<file path="config.mk">
export PLATFORM = sky130hd
export DESIGN_NAME = tom_trigger_or_mask
export DESIGN_NICKNAME = d
export VERILOG_FILES = /design/src/tom_pkg.sv /design/src/tom_trigger_or_mask.sv
export SDC_FILE = /design/constraint.sdc
export NUM_CORES = 1
export LEC_CHECK = 0
export ABC_AREA = 1
export BUFFER_PORTS_ARGS = -buffer_cell sky130_fd_sc_hd__buf_2
export CAP_MARGIN = 20
export CORE_UTILIZATION = 54
export DETAILED_ROUTE_END_ITERATION = 10
export PLACE_DENSITY = 0.76
export RECOVER_POWER = 50
export SYNTH_ARGS = -nofsm -noshare
export SYNTH_HDL_FRONTEND = slang
export SYNTH_SLANG_ARGS = --single-unit
</file>
<file path="constraint.sdc">
create_clock -name CLK_SYS -period 1.5 [get_ports CLK_SYS]
set_input_delay 0.15 -clock CLK_SYS [delete_from_list [all_inputs] [get_ports CLK_SYS]]
set_output_delay 0.15 -clock CLK_SYS [all_outputs]
set_load 0.1 [all_outputs]
</file>
<file path="src/tom_pkg.sv">
`default_nettype none

// shared constants and types of the trigger mask engine
package tom_pkg;

  // register addresses, word indices as seen on the register port
  localparam logic [15:0] ADDR_CMD          = 16'h0064; // command word, write only
  localparam logic [15:0] ADDR_GEN_OR_AVAIL = 16'h9dd0; // general or availability
  localparam logic [15:0] ADDR_GEN_OR_SEL   = 16'h9dda; // general or selection
  localparam logic [15:0] ADDR_GEN_AND_AVL  = 16'h9de4; // general and availability
  localparam logic [15:0] ADDR_GEN_AND_SEL  = 16'h9dee; // general and selection
  localparam logic [15:0] ADDR_CH_OR_AVL_LO = 16'h9e02; // channel or availability 0..31
  localparam logic [15:0] ADDR_CH_OR_AVL_HI = 16'h9e03; // channel or availability 32..63
  localparam logic [15:0] ADDR_CH_OR_SEL_LO = 16'h9e0c; // channel or selection 0..31
  localparam logic [15:0] ADDR_CH_OR_SEL_HI = 16'h9e0d; // channel or selection 32..63
  localparam logic [15:0] ADDR_CH_AND_AV_LO = 16'h9e16; // channel and availability 0..31
  localparam logic [15:0] ADDR_CH_AND_AV_HI = 16'h9e17; // channel and availability 32..63
  localparam logic [15:0] ADDR_CH_AND_SL_LO = 16'h9e20; // channel and selection 0..31
  localparam logic [15:0] ADDR_CH_AND_SL_HI = 16'h9e21; // channel and selection 32..63
  localparam logic [15:0] ADDR_EXT_COND     = 16'h9e30; // conditions of the four ttl inputs
  localparam logic [15:0] ADDR_CH_EDGE_LO   = 16'h9e31; // per channel edge mode 0..31
  localparam logic [15:0] ADDR_CH_EDGE_HI   = 16'h9e32; // per channel edge mode 32..63
  localparam logic [15:0] ADDR_DELAY        = 16'h9e33; // trigger delay in clock cycles
  localparam logic [15:0] ADDR_STATUS       = 16'h9e34; // engine status, read only

  // general mask bit positions
  localparam int SOFTWARE_SOURCE_BIT  = 0;
  localparam int EXTERNAL_INPUT_A_BIT = 1;
  localparam int EXTERNAL_INPUT_B_BIT = 2;
  localparam int EXTRA_TTL_A_BIT      = 8;
  localparam int EXTRA_TTL_B_BIT      = 9;
  localparam logic [31:0] NO_SOURCE_CODE = 32'h0000_0000;

  // sources present on this card; input b is digital only, so absent
  localparam logic [31:0] GEN_OR_AVAIL  = 32'h0000_0303;
  localparam logic [31:0] GEN_AND_AVAIL = 32'h0000_0302; // no software source here
  localparam logic [63:0] CH_AVAIL      = 64'h0000_0000_0000_000f;

  // command word bits
  localparam int CMD_START_BIT   = 2;
  localparam int CMD_ENABLE_BIT  = 3;
  localparam int CMD_FORCE_BIT   = 4;
  localparam int CMD_DISABLE_BIT = 5;
  localparam int CMD_STOP_BIT    = 6;

  // values after reset
  localparam logic [31:0] SEL_RST    = 32'h0000_0000;
  localparam logic [31:0] DELAY_RST  = 32'h0000_0000;
  localparam logic [7:0]  COND_RST   = 8'h00;
  localparam logic        ENABLE_RST = 1'b1;

  // condition of one ttl input
  typedef enum logic [1:0] {
    TOM_RISING_EDGE_CONDITION = 2'h0,
    TOM_FALLING_EDGE          = 2'h1,
    TOM_HIGH_LEVEL            = 2'h2,
    TOM_LOW_LEVEL             = 2'h3
  } tom_cond_t;

  // engine states, gray along idle, wait, delay, done
  typedef enum logic [1:0] {
    TOM_IDLE  = 2'h0,
    TOM_WAIT  = 2'h1,
    TOM_DELAY = 2'h3,
    TOM_DONE  = 2'h2
  } tom_state_t;

  // the four ttl trigger inputs
  typedef struct packed {
    logic extra_ttl_b;
    logic extra_ttl_a;
    logic external_input_b;
    logic external_input_a;
  } tom_ext_t;

endpackage : tom_pkg

`default_nettype wire

</file>
<file path="src/tom_trigger_or_mask.sv">
`default_nettype none

module tom_trigger_or_mask (
  input  wire logic              CLK_SYS,   // system clock, 25 mhz
  input  wire logic              RST_B,     // synchronous reset, active low
  input  wire logic              CE,        // clock enable, freezes all state
  input  wire logic [15:0]       ADDR,      // register index
  input  wire logic [31:0]       WDATA,     // write data
  input  wire logic              WR,        // write strobe
  input  wire logic              RD,        // read strobe
  output logic      [31:0]       RDATA,     // read data, cycle after rd
  input  wire tom_pkg::tom_ext_t EXT_IN,    // ttl trigger inputs
  input  wire logic [63:0]       CH_TRIG,   // channel detector levels
  output logic                   TRIG_OUT,  // final trigger pulse
  output logic                   WAITING,   // engine waits for trigger
  output logic                   TRIGGERED  // trigger issued, until stop or a new start
);

  // selection and configuration registers
  logic [31:0]         gen_or_sel;      // general or selection
  logic [31:0]         gen_and_sel;     // general and selection
  logic [63:0]         ch_or_sel;       // channel or selection
  logic [63:0]         ch_and_sel;      // channel and selection
  logic [63:0]         ch_edge;         // per channel: 1 rising edge, 0 level
  logic [7:0]          ext_cond;        // two bits per ttl input
  logic [31:0]         delay;           // delay in cycles
  logic                trig_enabled;    // global trigger enable

  // engine state
  tom_pkg::tom_state_t state;           // current state
  tom_pkg::tom_state_t next_state;      // state for next edge
  logic [31:0]         delay_cnt;       // remaining delay cycles
  logic [31:0]         next_delay_cnt;  // count for next edge
  logic                next_trig_out;   // pulse for next edge

  // input history for edge conditions
  tom_pkg::tom_ext_t   ext_prev;        // ttl inputs one cycle ago
  logic [63:0]         ch_prev;         // channel levels one cycle ago

  // combining terms
  logic [31:0]         gen_valid;       // general sources with condition met
  logic [63:0]         ch_valid;        // channels with condition met
  logic [31:0]         gen_and_eff;     // and selection, present only
  logic [63:0]         ch_and_eff;      // channel and selection, present only
  logic                or_hit;          // or mask result
  logic                and_hit;         // and mask result
  logic                trig_event;      // gated combined event

  // command decode
  logic                cmd_wr;          // write to command word
  logic                cmd_start;       // start acquisition
  logic                cmd_stop;        // stop acquisition
  logic                cmd_force;       // force trigger
  logic                cmd_enable;      // arm trigger engine
  logic                cmd_disable;     // disarm trigger engine
  logic [31:0]         next_rdata;      // read data for next edge

  // tells whether one ttl input meets its programmed condition
  function automatic logic cond_met(input logic [1:0] c, input logic now, input logic prev);
    logic hit;
    hit = 1'b0;
    unique case (tom_pkg::tom_cond_t'(c))
      tom_pkg::TOM_RISING_EDGE_CONDITION: hit = now & ~prev;
      tom_pkg::TOM_FALLING_EDGE:          hit = ~now & prev;
      tom_pkg::TOM_HIGH_LEVEL:            hit = now;
      tom_pkg::TOM_LOW_LEVEL:             hit = ~now;
    endcase
    return hit;
  endfunction : cond_met

  // command word is a one cycle strobe, never stored
  assign cmd_wr      = WR && (ADDR == tom_pkg::ADDR_CMD);
  assign cmd_start   = cmd_wr & WDATA[tom_pkg::CMD_START_BIT];
  assign cmd_stop    = cmd_wr & WDATA[tom_pkg::CMD_STOP_BIT];
  assign cmd_force   = cmd_wr & WDATA[tom_pkg::CMD_FORCE_BIT];
  assign cmd_enable  = cmd_wr & WDATA[tom_pkg::CMD_ENABLE_BIT];
  assign cmd_disable = cmd_wr & WDATA[tom_pkg::CMD_DISABLE_BIT];

  // general source conditions, one bit per source
  always_comb begin
    gen_valid = tom_pkg::NO_SOURCE_CODE;
    // software source is valid as soon as the engine waits
    gen_valid[tom_pkg::SOFTWARE_SOURCE_BIT] = (state == tom_pkg::TOM_WAIT);
    gen_valid[tom_pkg::EXTERNAL_INPUT_A_BIT] =
      cond_met(ext_cond[1:0], EXT_IN.external_input_a, ext_prev.external_input_a);
    gen_valid[tom_pkg::EXTERNAL_INPUT_B_BIT] =
      cond_met(ext_cond[3:2], EXT_IN.external_input_b, ext_prev.external_input_b);
    gen_valid[tom_pkg::EXTRA_TTL_A_BIT] =
      cond_met(ext_cond[5:4], EXT_IN.extra_ttl_a, ext_prev.extra_ttl_a);
    gen_valid[tom_pkg::EXTRA_TTL_B_BIT] =
      cond_met(ext_cond[7:6], EXT_IN.extra_ttl_b, ext_prev.extra_ttl_b);
  end

  // per channel condition, each channel chooses edge or level
  generate
    for (genvar i = 0; i < 64; i++) begin : g_chan
      assign ch_valid[i] = ch_edge[i] ? (CH_TRIG[i] & ~ch_prev[i]) : CH_TRIG[i];
    end
  endgenerate

  // or mask: any selected, present, valid source
  assign or_hit = |(gen_or_sel & tom_pkg::GEN_OR_AVAIL & gen_valid)
                | |(ch_or_sel & tom_pkg::CH_AVAIL & ch_valid);

  // and mask: every selected present source valid, at least one selected
  assign gen_and_eff = gen_and_sel & tom_pkg::GEN_AND_AVAIL;
  assign ch_and_eff  = ch_and_sel & tom_pkg::CH_AVAIL;
  assign and_hit = (|gen_and_eff | |ch_and_eff)
                 && ((gen_and_eff & ~gen_valid) == 32'h0000_0000)
                 && ((ch_and_eff & ~ch_valid) == 64'h0000_0000_0000_0000);

  // one enable gates every source at once
  assign trig_event = trig_enabled & (or_hit | and_hit);

  // engine sequence: wait, delay, issue
  always_comb begin
    next_state     = state;
    next_delay_cnt = delay_cnt;
    next_trig_out  = 1'b0;
    unique case (state)
      tom_pkg::TOM_IDLE: begin
        // nothing is recognised before start
        if (cmd_start) begin
          next_state = tom_pkg::TOM_WAIT;
        end
      end
      tom_pkg::TOM_WAIT: begin
        // force acts only here, so it is a no-op elsewhere
        if (trig_event || cmd_force) begin
          next_state     = tom_pkg::TOM_DELAY;
          next_delay_cnt = delay;
        end
      end
      tom_pkg::TOM_DELAY: begin
        // count the programmed delay down to zero
        if (delay_cnt == 32'h0000_0000) begin
          next_state    = tom_pkg::TOM_DONE;
          next_trig_out = 1'b1;
        end else begin
          next_delay_cnt = delay_cnt - 32'h0000_0001;
        end
      end
      tom_pkg::TOM_DONE: begin
        // a new start re-arms without a stop first
        if (cmd_start) begin
          next_state = tom_pkg::TOM_WAIT;
        end
      end
    endcase
    // stop wins over everything and drops a pending delay
    if (cmd_stop) begin
      next_state    = tom_pkg::TOM_IDLE;
      next_trig_out = 1'b0;
    end
  end

  // state, delay counter and status outputs
  always_ff @(posedge CLK_SYS) begin
    if (!RST_B) begin
      state     <= tom_pkg::TOM_IDLE;
      delay_cnt <= tom_pkg::DELAY_RST;
      TRIG_OUT  <= 1'b0;
      WAITING   <= 1'b0;
      TRIGGERED <= 1'b0;
    end else if (CE) begin
      state     <= next_state;
      delay_cnt <= next_delay_cnt;
      TRIG_OUT  <= next_trig_out;
      WAITING   <= (next_state == tom_pkg::TOM_WAIT);
      TRIGGERED <= (next_state == tom_pkg::TOM_DONE);
    end
  end

  // input history for edge conditions
  always_ff @(posedge CLK_SYS) begin
    if (!RST_B) begin
      ext_prev <= '0;
      ch_prev  <= 64'h0000_0000_0000_0000;
    end else if (CE) begin
      ext_prev <= EXT_IN;
      ch_prev  <= CH_TRIG;
    end
  end

  // global enable, set and cleared by command
  always_ff @(posedge CLK_SYS) begin
    if (!RST_B) begin
      trig_enabled <= tom_pkg::ENABLE_RST;
    end else if (CE) begin
      // disable wins if software sets both bits in one write
      if (cmd_disable) begin
        trig_enabled <= 1'b0;
      end else if (cmd_enable) begin
        trig_enabled <= 1'b1;
      end
    end
  end

  // mask selection registers, whole word per write
  always_ff @(posedge CLK_SYS) begin
    if (!RST_B) begin
      gen_or_sel  <= tom_pkg::SEL_RST;
      gen_and_sel <= tom_pkg::SEL_RST;
      ch_or_sel   <= {tom_pkg::SEL_RST, tom_pkg::SEL_RST};
      ch_and_sel  <= {tom_pkg::SEL_RST, tom_pkg::SEL_RST};
    end else if (CE && WR) begin
      // the written word is the bitwise or of source codes
      unique case (ADDR)
        tom_pkg::ADDR_GEN_OR_SEL:   gen_or_sel        <= WDATA;
        tom_pkg::ADDR_GEN_AND_SEL:  gen_and_sel       <= WDATA;
        tom_pkg::ADDR_CH_OR_SEL_LO: ch_or_sel[31:0]   <= WDATA;
        tom_pkg::ADDR_CH_OR_SEL_HI: ch_or_sel[63:32]  <= WDATA;
        tom_pkg::ADDR_CH_AND_SL_LO: ch_and_sel[31:0]  <= WDATA;
        tom_pkg::ADDR_CH_AND_SL_HI: ch_and_sel[63:32] <= WDATA;
        // other addresses do not touch the masks
        default: ;
      endcase
    end
  end

  // condition and delay registers
  always_ff @(posedge CLK_SYS) begin
    if (!RST_B) begin
      ext_cond <= tom_pkg::COND_RST;
      ch_edge  <= {tom_pkg::SEL_RST, tom_pkg::SEL_RST};
      delay    <= tom_pkg::DELAY_RST;
    end else if (CE && WR) begin
      // condition changes take effect at once; a delay written mid count applies from the next trigger
      unique case (ADDR)
        tom_pkg::ADDR_EXT_COND:   ext_cond       <= WDATA[7:0];
        tom_pkg::ADDR_CH_EDGE_LO: ch_edge[31:0]  <= WDATA;
        tom_pkg::ADDR_CH_EDGE_HI: ch_edge[63:32] <= WDATA;
        tom_pkg::ADDR_DELAY:      delay          <= WDATA;
        default: ;
      endcase
    end
  end

  // read mux; unmapped and write only words read zero
  always_comb begin
    next_rdata = 32'h0000_0000;
    unique case (ADDR)
      tom_pkg::ADDR_GEN_OR_AVAIL: next_rdata = tom_pkg::GEN_OR_AVAIL;
      tom_pkg::ADDR_GEN_OR_SEL:   next_rdata = gen_or_sel;
      tom_pkg::ADDR_GEN_AND_AVL:  next_rdata = tom_pkg::GEN_AND_AVAIL;
      tom_pkg::ADDR_GEN_AND_SEL:  next_rdata = gen_and_sel;
      tom_pkg::ADDR_CH_OR_AVL_LO: next_rdata = tom_pkg::CH_AVAIL[31:0];
      tom_pkg::ADDR_CH_OR_AVL_HI: next_rdata = tom_pkg::CH_AVAIL[63:32];
      tom_pkg::ADDR_CH_OR_SEL_LO: next_rdata = ch_or_sel[31:0];
      tom_pkg::ADDR_CH_OR_SEL_HI: next_rdata = ch_or_sel[63:32];
      tom_pkg::ADDR_CH_AND_AV_LO: next_rdata = tom_pkg::CH_AVAIL[31:0];
      tom_pkg::ADDR_CH_AND_AV_HI: next_rdata = tom_pkg::CH_AVAIL[63:32];
      tom_pkg::ADDR_CH_AND_SL_LO: next_rdata = ch_and_sel[31:0];
      tom_pkg::ADDR_CH_AND_SL_HI: next_rdata = ch_and_sel[63:32];
      tom_pkg::ADDR_EXT_COND:     next_rdata = {24'h00_0000, ext_cond};
      tom_pkg::ADDR_CH_EDGE_LO:   next_rdata = ch_edge[31:0];
      tom_pkg::ADDR_CH_EDGE_HI:   next_rdata = ch_edge[63:32];
      tom_pkg::ADDR_DELAY:        next_rdata = delay;
      // status: state code, enable, live or and and results
      tom_pkg::ADDR_STATUS:       next_rdata = {27'h000_0000, and_hit, or_hit, trig_enabled, state};
      default:                    next_rdata = 32'h0000_0000;
    endcase
  end

  // read data stands only in the cycle after the strobe
  always_ff @(posedge CLK_SYS) begin
    if (!RST_B) begin
      RDATA <= 32'h0000_0000;
    end else if (CE) begin
      RDATA <= RD ? next_rdata : 32'h0000_0000;
    end
  end

endmodule : tom_trigger_or_mask

`default_nettype wire

</file>
==> impl_summary.log <==
INFO  metric outcome = finished with violations
INFO  metric failed_checks = negative setup slack
INFO  metric first_iter_violations = a little under 2000
INFO  metric synth_nets = approximately 2800
INFO  metric vias = just under 20000
INFO  metric clkSlewWorstSetupHoldPaths = approximately 60 ps
INFO  metric grt_use_total = a little over a third
INFO  metric post_synthesis_cell_area = around 18000 µm²
INFO  metric timing_worst_slew_pin_value = around 500 ps
INFO  metric pwr_per_cell_area = approximately 900 nW/µm²
INFO  metric critical_path_class = reg2reg
INFO  metric topRoutingLayerUsed = met4
INFO  metric final.setup.worst_slack = -336 ps
INFO  metric clock_latency = approximately 530 ps
INFO  metric antenna_found_initial = 1
INFO  metric clockPowerShare = 48.3%
INFO  metric first_global_vias = between 15000 and 20000
INFO  metric met2_wirelength = between 20000 and 30000 µm
INFO  metric switching_power = just under 0.005 W
INFO  metric antenna_violating_nets_post_route = 0
INFO  metric ys_ff_latch = 373
INFO  metric worstPathArrival = about 2300 ps
INFO  metric timing.final.crit_share = 122%
INFO  metric row_count = 66
INFO  metric synthesis.yosys.warnings = 0
INFO  metric die_h = 184 µm
INFO  metric timing.final.max_slew_violations = 0
INFO  metric largest_stage_delay_worst_path = between 300 and 400 ps
INFO  metric via_per_inst = approximately 5.7
INFO  metric rsz0062_at_grt = true
INFO  metric worst_path_most_repeated_cell = nand2_2
INFO  metric fraction_of_the_mapped_netlist_area_in_compound_gates = between 10% and 20%
INFO  metric critPathTopFamily = simple AND/OR/NAND/NOR gates
INFO  metric dr.pass1.iters = 8
INFO  metric worst_hold_margin = ~20 ps
INFO  metric dieArea = 33800 µm²
INFO  metric post_synth_mux_area_share = 0%
INFO  metric routed_wire_length_per_instance = between 15 and 20 µm
INFO  metric crit_slowest_cell = dfxtp_2
INFO  metric post-route-cell-area = 22900 µm²
INFO  metric finalSetupTns = -11260 ps
INFO  metric gr-total-overflow = 0
INFO  metric m1WireLength = between 20000 and 30000 µm
INFO  metric hpwlAfterDp = around 41000 µm
INFO  metric timing.slew.headroom = around 67%
INFO  metric power.leakage = between 9 and 10 nW
INFO  metric num-fill-cells = roughly 2700
INFO  metric endpoint_kind = flip-flop
INFO  metric grt_max_degree = 97
INFO  metric hold_violations = 0
INFO  metric max-vdd-ir-drop = 1.26 mV
INFO  metric sinks_on_clock_net = around 370
INFO  metric synth.lib_cells_used.distinct = 43
INFO  metric cts-root-to-sink-buffers = 3
INFO  metric chipWidth = roughly 180 µm
INFO  metric cts_made_buffers = 40
INFO  metric yosys.area_share.adder = 0.140%
INFO  metric final_util = approximately 70%
INFO  metric cp.required = approximately 1900 ps
INFO  metric met3_wirelength = roughly 6000 µm
INFO  metric area_growth_syn_to_layout = 28.1%
INFO  metric main_combinational_cell_family_by_area_after_synthesis = simple AND/OR/NAND/NOR gates
INFO  metric cts_htree_levels = 2
INFO  metric post_synth_xor_area_fraction = less than 1%
INFO  metric post_synth_and_or_nand_nor_area_fraction = between 20% and 30%
INFO  metric finalWorstPathRequiredPeriod = about 1800 ps
INFO  metric cp-start-kind = flip-flop
INFO  metric timing.hold.worst.class = in2reg
INFO  metric io-pin-count = 156
INFO  metric path_max_fanout = 11
INFO  metric power.switching_fraction = 23.0%
INFO  metric clock-root-buffer = clkbuf_16
INFO  metric io_buffers = 94
INFO  metric route.detailed.drc = 0
INFO  metric gp_congestion = 1.00
INFO  metric internal-power = 0.0163 W
INFO  metric syn-instance-count = about 2600
INFO  metric slack_of_the_worst_reg_to_reg_path = -340 ps
INFO  metric dpl-instance-area = 20600 µm²
INFO  metric sequentialPowerShare = 46.9%
INFO  metric core_area = between 30000 and 40000 µm²
INFO  metric nets = 3037
INFO  metric drive_above_1_share = 21.0%
INFO  metric combPwrFrac = roughly 4.7%
INFO  metric finClkSkew = between 8 and 9 ps
INFO  metric max_freq = about 540 MHz
INFO  metric worstPathBufferInverterCount = 2
INFO  metric wire_length_of_the_first_global_routing_pass = roughly 96000 µm
INFO  metric postSynthAreaPerCell = about 6.7 µm²
INFO  metric crit_chain = inv_2 -> nor2_4 -> nand2_2 -> nand3_2 -> nand2_1 -> nor2_2 -> nand2_2 -> nand2_2 -> nand2_2 -> nand2_4 -> nand2_8 -> clkbuf_16 -> nor2_1 -> nor2_1
INFO  metric start_util = between 50% and 60%
INFO  metric max-cap-violations = 0
INFO  metric totalWireLength = around 60000 µm
INFO  metric setup_viol_count_final = just over 40
INFO  metric synth_sequential_area_ratio = about two fifths
INFO  metric cts_tree = yes
## path summary, 6_finish.rpt
| check | endpoint | from | depth (start not counted) |
|---|---|---|---|
| min | gen_and_sel[3]$_SDFFE_PN0P_ | WDATA[3] | 3 |
| min reg2reg | ch_and_sel[7]$_SDFFE_PN0P_ | ch_and_sel[7]$_SDFFE_PN0P_ | 2 |
| max reg2reg | delay_cnt[23]$_SDFFE_PN0P_ | ext_cond[4]$_SDFFE_PN0P_ | 14 |
| max | delay_cnt[23]$_SDFFE_PN0P_ | ext_cond[4]$_SDFFE_PN0P_ | 14 |
## state kept, by name, summed over array words and instances, names as in the netlist, 2 cells and up
signal,flops
gen_and_sel,32
RDATA,32
ch_or_sel,64
ch_and_sel,64
gen_or_sel,32
ch_prev,4
ext_prev,3
delay,32
ext_cond,8
state,2
ch_edge,64
delay_cnt,32
## Yosys cell counts, drive strengths merged
cell	number	share of area, %
a211oi	92	3.9
a21o	1	0.042
a21oi	260	7.3
and2	3	0.10
buf	62	2.2
clkbuf	131	2.8
clkinv	3	0.063
dfxtp	373	42
ha	2	0.14
inv	305	6.4
nand2	472	10
nand3	248	7.0
nand3b	3	0.13
nand4	34	1.4
nor2	358	7.7
nor3	15	0.51
nor3b	1	0.042
nor4	2	0.070
o211ai	3	0.13
o21a	2	0.084
o21ai	243	6.8
o21bai	2	0.084
o22ai	23	0.80
or2	2	0.070
xnor2	1	0.049
xor2	8	0.39
## kinds of logic (layout without fill, tap and decap cells)
family | Yosys count | after routing
fa+ha+maj | 2 | 2
xor+xnor | 9 | 9
compound gates | 626 | 626
buf+inv | 501 | 796
flops | 373 | 373
simple gates | 1138 | 1138
other cells | 0 | 1
## placed cells by master, fill, tap and decap left out, types with 5 or more instances in the layout
| cell | synthesis | final |
|---|---|---|
| nand2_1 | 465 | 433 |
| dfxtp_1 | 373 | 347 |
| nor2_1 | 350 | 310 |
| inv_1 | 291 | 279 |
| a21oi_1 | 260 | 257 |
| buf_4 | 15 | 245 |
| o21ai_0 | 243 | 238 |
| nand3_1 | 246 | 236 |
| a211oi_1 | 92 | 92 |
| buf_2 | 29 | 82 |
| clkbuf_16 | 0 | 43 |
| buf_12 | 0 | 37 |
| nor2_2 | 5 | 35 |
| nand2_2 | 6 | 33 |
| dlygate4sd3_1 | 0 | 33 |
| nand4_1 | 30 | 30 |
| dfxtp_2 | 0 | 25 |
| inv_2 | 14 | 24 |
| o22ai_1 | 23 | 23 |
| nor2_4 | 3 | 13 |
| nor3_1 | 13 | 11 |
| nand3_2 | 1 | 10 |
| clkbuf_1 | 130 | 9 |
| buf_6 | 9 | 9 |
| xor2_1 | 8 | 8 |
| clkbuf_8 | 0 | 8 |
| clkinv_2 | 0 | 6 |
| clkbuf_4 | 0 | 6 |
| nand2_4 | 1 | 5 |
## area by class of cell
cell class	count	area [µm²]	area share, %
inverter	308	1170	5.10
multi-input combinational	1775	8760	38.2
timing repair buffer	416	3560	15.6
sequential	373	7500	32.8
clock inverter	13	164	0.716
antenna	1	2.50	0.0109
tap	442	553	2.41
clock buffer	59	1190	5.22
## what timing repair did
action                                  4_1_cts  5_1_grt
hold buffers                                 33        0
setup buffers                                10        7
hold endpoints to repair                    113        0
gates cloned                                  3        1
pin swaps                                     6       37
gates resized for setup                      87       71
endpoints found under the setup margin       49      127
## power by group through the flow
| stage | combinational (W) | sequential (W) | clock, W |
|---|---|---|---|
| floorplan | 0.000456 | 0.0102 | 0 |
| detailed placement | 0.000890 | 0.0101 | 0 |
| global route | 0.00105 | 0.00992 | 0.0106 |
| global placement | 0.000868 | 0.0101 | 0 |
| CTS | 0.000964 | 0.00993 | 0.0102 |
| finish | 0.000998 | 0.00992 | 0.0102 |
## worst reg2reg max path, delay by kind of cell, from the launching register on
kind	cells	cell delay, ps
AND/OR/NAND/NOR	12	1100
flip-flops	1	360
buffers and inverters	2	270
## layer usage
layer	up-vias	global-route usage (%)
met1	9004	48.1
met5	-	0
li1	9178	-
met4	0	13.2
met2	989	57.8
met3	183	5.51
## through the flow
step	worst slack [ps]	power (W)	std cells
2_1_floorplan	-44.0	0.0106	2649
3_3_place_gp	-432	0.0110	3262
3_5_place_dp	-522	0.0110	3262
4_1_cts	-223	0.0211	3379
5_1_grt	-425	0.0216	3387
6_report	-336	0.0211	3387
No activity file was read; power rests on OpenSTA's default activity.
